$ cat src/logic/ras_pkg.sv
// Contract
// - program memory 32 or 16 Kbytes by variant
// - unimplemented program space reads as zero
// - 31 entries of 21 bits, 5-bit pointer
// - push, call, relative_call, interrupt push pc
// - returns pop top into pc, latches untouched
// - every reset clears pointer; zero has no entry
// - push increments pointer then writes entry
// - pop reads entry then decrements pointer
// - three byte registers access top entry
// - software reads and writes pointer directly
// - full flag after 31 pushes without pop
// - overflow reset on: store pc+2, reset, pointer 0
// - overflow reset off: pointer 31, overwrite top
// - return at zero gives zero, underflow flag
// - flag first, then reset only when enabled
// - flags survive all but power-on reset
// - full bit7, underflow bit6, bit5 zero, pointer 4-0
// - pop instruction just decrements pointer
// - shadow captured on interrupt, not software visible
// - fast return restores shadow
// - both interrupt priorities capture shadow
// - fast call captures shadow
// - address zero is the reset vector
package ras_pkg;
  localparam int PC_W = 21;
  localparam int SP_W = 5;
  localparam int DEPTH = 31;
  localparam logic [SP_W-1:0] SP_MAX = 5'h1f;
  localparam logic [SP_W-1:0] SP_RST = 5'h00;
  localparam logic [PC_W-1:0] RESET_VEC = 21'h000000;
  localparam logic [PC_W-1:0] PC_STEP = 21'h000002;
  localparam logic [PC_W-1:0] MEM_BIG = 21'h008000;
  localparam logic [PC_W-1:0] MEM_SMALL = 21'h004000;
  localparam int FULL_BIT = 7;
  localparam int UNF_BIT = 6;
  // word byte addresses of the register window
  localparam logic [3:0] ADR_PTR = 4'h0;
  localparam logic [3:0] ADR_TOP_ENTRY_LOW = 4'h4;
  localparam logic [3:0] ADR_TOP_ENTRY_HIGH = 4'h8;
  localparam logic [3:0] ADR_TOP_ENTRY_UPPER = 4'hc;
  localparam logic [31:0] RD_ZERO = 32'h00000000;

  typedef struct packed {
    logic push;       // push / call / relative_call
    logic irq_ack;    // interrupt acknowledged
    logic ret;        // return / literal / from interrupt
    logic pop;        // pop instruction
    logic fast;       // fast option with call or return
    logic [PC_W-1:0] pc;
  } ras_op_t;

  typedef struct packed {
    logic [7:0] status;
    logic [7:0] working_reg;
    logic [7:0] bank_select_reg;
  } ras_shadow_t;
endpackage : ras_pkg

$ cat src/logic/ras_stack.sv
// Local design decisions: the register addresses and the Wishbone interface to the registers.
`timescale 1ns/1ps
module ras_stack (
  input wire logic mclk, // core clock 20 mhz
  input wire logic rst, // any reset, sync active high
  input wire logic por, // power-on reset, sync active high
  input wire logic overflow_reset_en, // stack_overflow_reset_en config
  input wire logic big_mem, // 1 = 32 kbyte variant
  input wire ras_pkg::ras_op_t op, // sequencer request
  input wire ras_pkg::ras_shadow_t live_regs, // status, working_reg, bsr now
  output ras_pkg::ras_shadow_t shadow_out, // fast restore values
  output logic restore_shadow, // pulse: load shadow_out
  output logic [ras_pkg::PC_W-1:0] pc_load, // popped pc
  output logic pc_load_valid, // pulse: pc_load valid
  output logic stack_reset_req, // pulse: request device reset
  input wire logic [ras_pkg::PC_W-1:0] prog_addr, // fetch address
  input wire logic [15:0] prog_rdata, // flash word
  output logic [15:0] prog_data, // zero filled fetch data
  input wire logic wb_cyc_i, // wishbone cycle
  input wire logic wb_stb_i, // wishbone strobe
  input wire logic wb_we_i, // wishbone write
  input wire logic [3:0] wb_sel_i, // byte enables
  input wire logic [31:0] wb_adr_i, // byte address
  input wire logic [31:0] wb_dat_i, // write data
  output logic [31:0] wb_dat_o, // read data
  output logic wb_ack_o // ack
);
  import ras_pkg::*;

  logic [PC_W-1:0] mem [1:DEPTH]; // no storage behind zero
  logic [SP_W-1:0] sp_ff;
  logic full_ff;
  logic unf_ff;
  ras_shadow_t shadow_ff;
  logic [PC_W-1:0] pc_ff;
  logic pcv_ff;
  logic rstreq_ff;
  logic restore_ff;
  logic ack_ff;
  logic [31:0] rdat_ff;
  logic [15:0] pdat_ff;
  logic [PC_W-1:0] top;
  logic do_push;
  logic do_pop;
  logic wb_req;
  logic wb_wr;
  logic in_win;
  logic wr_ptr;
  logic wr_top_entry_low;
  logic wr_top_entry_high;
  logic wr_top_entry_upper;
  logic [SP_W-1:0] nxt_sp;
  logic [PC_W-1:0] push_val;
  logic push_full;
  logic pop_unf;
  logic [PC_W-1:0] mem_lim;

  assign top = (sp_ff == SP_RST) ? RESET_VEC : mem[sp_ff];
  assign do_push = op.push | op.irq_ack;
  assign do_pop = op.ret | op.pop;
  assign wb_req = wb_cyc_i & wb_stb_i & ~ack_ff;
  // only the low 16 bytes decode; anything above must not alias
  assign in_win = (wb_adr_i[31:4] == 28'h0000000);
  // writes land at the edge where the master samples ack high
  assign wb_wr = wb_cyc_i & wb_stb_i & ack_ff & wb_we_i &
    wb_sel_i[0] & in_win;
  assign wr_ptr = wb_wr & (wb_adr_i[3:0] == ADR_PTR);
  assign wr_top_entry_low = wb_wr & (wb_adr_i[3:0] == ADR_TOP_ENTRY_LOW);
  assign wr_top_entry_high = wb_wr & (wb_adr_i[3:0] == ADR_TOP_ENTRY_HIGH);
  assign wr_top_entry_upper = wb_wr & (wb_adr_i[3:0] == ADR_TOP_ENTRY_UPPER);
  // 31st push counts from a pointer of 30
  assign push_full = do_push & (sp_ff >= (SP_MAX - 5'h01));
  assign pop_unf = do_pop & (sp_ff == SP_RST);
  // with reset on, the full push stores the next pc
  assign push_val = (push_full & overflow_reset_en & sp_ff != SP_MAX) ?
    op.pc + PC_STEP : op.pc;

  // pointer next value; push takes priority over a pop
  always_comb
  begin
    nxt_sp = sp_ff;
    if (do_push)
    begin
      if (sp_ff != SP_MAX)
        nxt_sp = sp_ff + 5'h01;
    end
    else if (do_pop)
    begin
      if (sp_ff != SP_RST)
        nxt_sp = sp_ff - 5'h01;
    end
    else if (wr_ptr)
      nxt_sp = wb_dat_i[SP_W-1:0];
  end

  // pointer; every reset clears it
  always_ff @(posedge mclk)
  begin
    if (rst)
      sp_ff <= SP_RST;
    else
      sp_ff <= nxt_sp;
  end

  // stack entries; push writes the slot at the new pointer
  always_ff @(posedge mclk)
  begin
    if (do_push)
      mem[nxt_sp] <= push_val;
    else if (sp_ff != SP_RST)
    begin
      if (wr_top_entry_low)
        mem[sp_ff][7:0] <= wb_dat_i[7:0];
      if (wr_top_entry_high)
        mem[sp_ff][15:8] <= wb_dat_i[7:0];
      if (wr_top_entry_upper)
        mem[sp_ff][20:16] <= wb_dat_i[4:0];
    end
  end

  // flags survive ordinary resets; set beats a software clear
  always_ff @(posedge mclk)
  begin
    if (por)
    begin
      full_ff <= 1'b0;
      unf_ff <= 1'b0;
    end
    else
    begin
      if (push_full)
        full_ff <= 1'b1;
      else if (wr_ptr & ~wb_dat_i[FULL_BIT])
        full_ff <= 1'b0;
      if (pop_unf & op.ret)
        unf_ff <= 1'b1;
      else if (wr_ptr & ~wb_dat_i[UNF_BIT])
        unf_ff <= 1'b0;
    end
  end

  // popped pc to the sequencer; latches are not driven here
  always_ff @(posedge mclk)
  begin
    if (rst)
    begin
      pc_ff <= RESET_VEC;
      pcv_ff <= 1'b0;
    end
    else
    begin
      pcv_ff <= op.ret & ~do_push;
      pc_ff <= top;
    end
  end

  // device reset request registered on the same edge that sets the flag
  always_ff @(posedge mclk)
  begin
    if (rst)
      rstreq_ff <= 1'b0;
    else
      rstreq_ff <= overflow_reset_en &
        ((push_full & sp_ff != SP_MAX) | (pop_unf & op.ret));
  end

  // one-level shadow, invisible to software
  always_ff @(posedge mclk)
  begin
    if (rst)
    begin
      shadow_ff <= '0;
      restore_ff <= 1'b0;
    end
    else
    begin
      if (op.irq_ack | (op.push & op.fast))
        shadow_ff <= live_regs;
      restore_ff <= op.ret & op.fast & ~do_push;
    end
  end

  // zero fill above the implemented flash
  assign mem_lim = big_mem ? MEM_BIG : MEM_SMALL;
  always_ff @(posedge mclk)
  begin
    if (rst)
      pdat_ff <= 16'h0000;
    else if (prog_addr >= mem_lim)
      pdat_ff <= 16'h0000;
    else
      pdat_ff <= prog_rdata;
  end

  // wishbone read data; unmapped reads return zero
  always_ff @(posedge mclk)
  begin
    if (rst)
      rdat_ff <= RD_ZERO;
    else if (wb_req & ~wb_we_i)
    begin
      if (!in_win)
        rdat_ff <= RD_ZERO;
      else if (wb_adr_i[3:0] == ADR_PTR)
        rdat_ff <= {24'h000000, full_ff, unf_ff, 1'b0, sp_ff};
      else if (wb_adr_i[3:0] == ADR_TOP_ENTRY_LOW)
        rdat_ff <= {24'h000000, top[7:0]};
      else if (wb_adr_i[3:0] == ADR_TOP_ENTRY_HIGH)
        rdat_ff <= {24'h000000, top[15:8]};
      else if (wb_adr_i[3:0] == ADR_TOP_ENTRY_UPPER)
        rdat_ff <= {27'h0000000, top[20:16]};
      else
        rdat_ff <= RD_ZERO;
    end
  end

  // ack one cycle after the strobe, dropped the next cycle
  always_ff @(posedge mclk)
  begin
    if (rst)
      ack_ff <= 1'b0;
    else
      ack_ff <= wb_req;
  end

  assign wb_ack_o = ack_ff;
  assign wb_dat_o = rdat_ff;
  assign pc_load = pc_ff;
  assign pc_load_valid = pcv_ff;
  assign stack_reset_req = rstreq_ff;
  assign shadow_out = shadow_ff;
  assign restore_shadow = restore_ff;
  assign prog_data = pdat_ff;
endmodule : ras_stack

$ cat config.mk
export PLATFORM = sky130hd
export DESIGN_NAME = ras_stack
export DESIGN_NICKNAME = d
export VERILOG_FILES = /design/src/logic/ras_pkg.sv /design/src/logic/ras_stack.sv
export SDC_FILE = /design/constraint.sdc
export NUM_CORES = 1
export LEC_CHECK = 0
export ABC_CLOCK_PERIOD_IN_PS = 4100
export BUFFER_PORTS_ARGS = -buffer_cell sky130_fd_sc_hd__buf_2
export CAP_MARGIN = 40
export CORE_ASPECT_RATIO = 1.5
export CORE_MARGIN = 3
export CORE_UTILIZATION = 54
export DETAILED_ROUTE_END_ITERATION = 7
export PLACE_DENSITY = 0.76
export SLEW_MARGIN = 10
export SYNTH_ARGS = -nofsm -noshare
export SYNTH_HDL_FRONTEND = slang
export SYNTH_SLANG_ARGS = --single-unit
$ cat constraint.sdc
create_clock -name mclk -period 4.1 [get_ports mclk]
set_input_delay 0.205 -clock mclk [delete_from_list [all_inputs] [get_ports mclk]]
set_output_delay 0.205 -clock mclk [all_outputs]
set_load 0.005 [all_outputs]
==> flow_metrics.env <==
export IMPL_status="finished, final reports clean"
export IMPL_drt_pass1_iter_count=8
export IMPL_synth_cells=1865
export IMPL_fin_nets=2383
export IMPL_ir_drop_uv=269
export IMPL_antenna_found_initial=4
export IMPL_p_total_mw=17.4
export IMPL_yosysSeqAreaShare_pct=71.0
export IMPL_drive_gt1_share_pct=27.7
export IMPL_grt_pass1_wl_um=118000
export IMPL_die_height_um=294
export IMPL_htreeDepth=3
export IMPL_hpwl_um=53900
export IMPL_clock_skew_final_ns=0.0301
export IMPL_grt_pass1_vias=18800
export IMPL_slew_headroom_pct=38.7
export IMPL_drtIter0Drc=1831
export IMPL_slew_violations=0
export IMPL_hold_violations=0
export IMPL_overflow=0
export IMPL_post_cts_resized=0
export IMPL_place_ws_ns=0.324
export IMPL_initial_core_util_pct=55.0
export IMPL_ios=260
export IMPL_clkSinkCount=731
export IMPL_dieArea_sq_um=58100
export IMPL_cp_max_fo=21
export IMPL_cts_root_buf="clkbuf_16"
export IMPL_ys_types=76
export IMPL_clkTransAtPathRegs_ns=0.07
export IMPL_cts_made_buffers=67
export IMPL_hp_class="input port to flip-flop"
export IMPL_setup_viol_count_final=0
export IMPL_fin_crit_sh_pct=93.6
export IMPL_syn_cell_area_sq_um=29800
export IMPL_synth_flop_cell="edfxtp_1"
export IMPL_max_slew_worst_pin_slew_ns=0.911
export IMPL_die_width_um=198
export IMPL_numPortBuffers=208
export IMPL_power_density_nw_per_um2=493
export IMPL_path_cells="inv_1 -> ha_1 -> or4b_2 -> buf_4 -> o2111ai_1 -> o221ai_1 -> a311oi_2 -> and3_1 -> a31oi_2 -> buf_4 -> nor2_1"
export IMPL_synth_avg_cell_area_sq_um=16.0
export IMPL_area_growth_pct=18.2
export IMPL_row_count=104
export IMPL_vias=18500
export IMPL_yosysWarnings=0
export IMPL_synth_async_reset_ratio_pct=0
export IMPL_coreArea_sq_um=54100
export IMPL_crit_slowest_cell="or4b_2"
export IMPL_wire_per_inst_um=27.4
export IMPL_crit_arrival_ns=4.07
export IMPL_required_ns=4.34
export IMPL_drv_cap=0
export IMPL_worstSkewPairLatency_ns=0.62
export IMPL_grt_max_degree=120
export IMPL_fin_ws_ns=0.261
export IMPL_setup_tns_final_ns=0
export IMPL_gp_congestion=0.937
export IMPL_period_needed_ns=3.84
export IMPL_routed_wl_um=81000
export IMPL_leakagePower_nw=12.2
export IMPL_cts_tree="yes"
export IMPL_grtUsageTotal_pct=27.8
export IMPL_rsz0062_at_grt="no"
export IMPL_synth_edf_count=651
export IMPL_n_fill_cell=3556
export IMPL_critical_path_class="flip-flop to flip-flop"
export IMPL_cp_num_buf_inv=3
export IMPL_via_per_inst=6.25
export IMPL_fmax_mhz=260
export IMPL_multi_input_area_sq_um=8150
export IMPL_endpoint_kind="flip-flop"
export IMPL_max_stage_delay_ns=0.63
export IMPL_cp_start_kind="flip-flop"
export IMPL_path_delay_family="simple AND/OR/NAND/NOR gates"
export IMPL_yosys_register_bits=731
export IMPL_ant_nets=0
export IMPL_seq_area_sq_um=21200
export IMPL_max_clock_path_buffers=3
export IMPL_cpMostUsedCell="buf_4"
export IMPL_drc=0
==> area by class of cell <==
cell class	instances	area share (%)
Clock buffer	77	4.98
Antenna cell	3	0.0213
Tap cell	689	2.45
Sequential cell	731	60.1
Timing Repair Buffer	389	7.49
Inverter	8	0.0853
Multi-Input combinational cell	1017	23.1
Clock inverter	44	1.75
==> timing repair <==
action | in CTS | in global routing
hold endpoints to repair | 46 | 0
buffers inserted | 0 | 0
hold buffers | 48 | 0
==> stage by stage <==
| step | area, sq um | std cells | utilization [%] | hold WS (ns) |
|---|---|---|---|---|
| 4_1_cts | 35200 | 2955 | 65.0 | 0.0160 |
| 6_report | 35200 | 2958 | 65.1 | 0.0311 |
| 3_5_place_dp | 32400 | 2786 | 59.8 | 0.406 |
| 3_3_place_gp | 32300 | 2782 | 59.7 | 0.395 |
| 2_1_floorplan | 29900 | 1888 | - | 0.274 |
| 5_1_grt | 35200 | 2958 | 65.1 | 0.0631 |
==> cells in the mapped netlist (12+ instances only) <==
cell type | count | area, sq um
a211oi_1 | 15 | 113
and2_1 | 19 | 119
nor2b_1 | 12 | 75.1
a21oi_1 | 79 | 395
o22ai_1 | 13 | 81.3
nor3_1 | 20 | 100
a221oi_1 | 15 | 131
a22oi_1 | 30 | 225
mux2i_1 | 117 | 1170
buf_4 | 24 | 180
o21ai_0 | 21 | 105
nand2_1 | 153 | 574
nand3_1 | 23 | 115
clkbuf_1 | 53 | 199
nor2_1 | 176 | 661
buf_1 | 18 | 67.6
dfxtp_1 | 80 | 1600
buf_2 | 35 | 175
edfxtp_1 | 651 | 19500
nor4_1 | 15 | 93.8
mux4_2 | 109 | 2450
==> path summary, 6_finish.rpt <==
check / start / to / slack, ns / cells after the start
min reg2reg: shadow_out[1] / shadow_out[1] / 0.46 / 2
min: wb_dat_i[7] / full_ff / 0.03 / 3
max reg2reg: sp_ff[1] / mem[4][7] / 0.26 / 11
max: sp_ff[1] / mem[4][7] / 0.26 / 11
==> logic make-up after synthesis <==
family                   Yosys count  synth area share (%)
AO/OA/AOI/OAI                    248                  5.77
buffers and inverters            140                  2.26
flip-flops                       731                  71.0
adder cells (fa/ha/maj)            6                 0.252
AND/OR/NAND/NOR                  482                  7.54
multiplexers                     236                  12.5
XOR/XNOR                          21                 0.617
other                              1                0.0126
==> worst min-delay path, stage by stage <==
cell and delay (ns):
buf_2 0.13, o21ai_0 0.17, a21oi_1 0.08
==> power breakdown <==
part           switching (mW)  leakage, nW  internal (mW)
sequential             0.0633         6.53           8.33
combinational            1.44         4.54          0.844
clock                    2.78         1.15           3.90
==> layer usage <==
layer	routed length, um	vias up	part of all wire [%]	track usage [%]
met3	6990	247	8.6	4.44
met2	40600	1130	50	47.3
met4	5120	0	6.3	16.3
li1	-	7943	-	-
met1	28300	9165	35	33.7
met5	0	-	0	0
==> state kept, by name (all words and copies together) (netlist names) <==
name	flops
full_ff	1
mem	651
pc_load	21
pc_load_valid	1
prog_data	16
restore_shadow	1
shadow_out	24
sp_ff	5
stack_reset_req	1
unf_ff	1
wb_ack_o	1
wb_dat_o	8
==> cells in the final DEF, fill, tap and decap left out, types with 7 or more instances in the layout <==
cell / n
nand2_1: 153
mux4_2: 109
buf_2: 209
nor2b_1: 10
a21oi_2: 20
nand3_1: 23
or2_2: 7
nand3_2: 8
nor3_1: 20
clkinv_1: 11
and2_1: 19
edfxtp_1: 651
xor2_1: 11
dfxtp_1: 77
nor2_1: 176
clkbuf_16: 68
o22ai_1: 13
xnor2_1: 10
a21oi_1: 59
clkbuf_1: 7
and3_1: 8
clkinv_2: 8
a32oi_1: 8
buf_12: 8
nor4_1: 15
bufinv_16: 12
a221oi_1: 15
buf_4: 121
nand4_1: 10
dlygate4sd3_1: 48
a22oi_1: 30
a211oi_1: 15
a31oi_1: 9
mux2_2: 10
conb_1: 24
inv_1: 7
o21ai_0: 21
mux2i_1: 117
(Power assumes the default switching activity.)
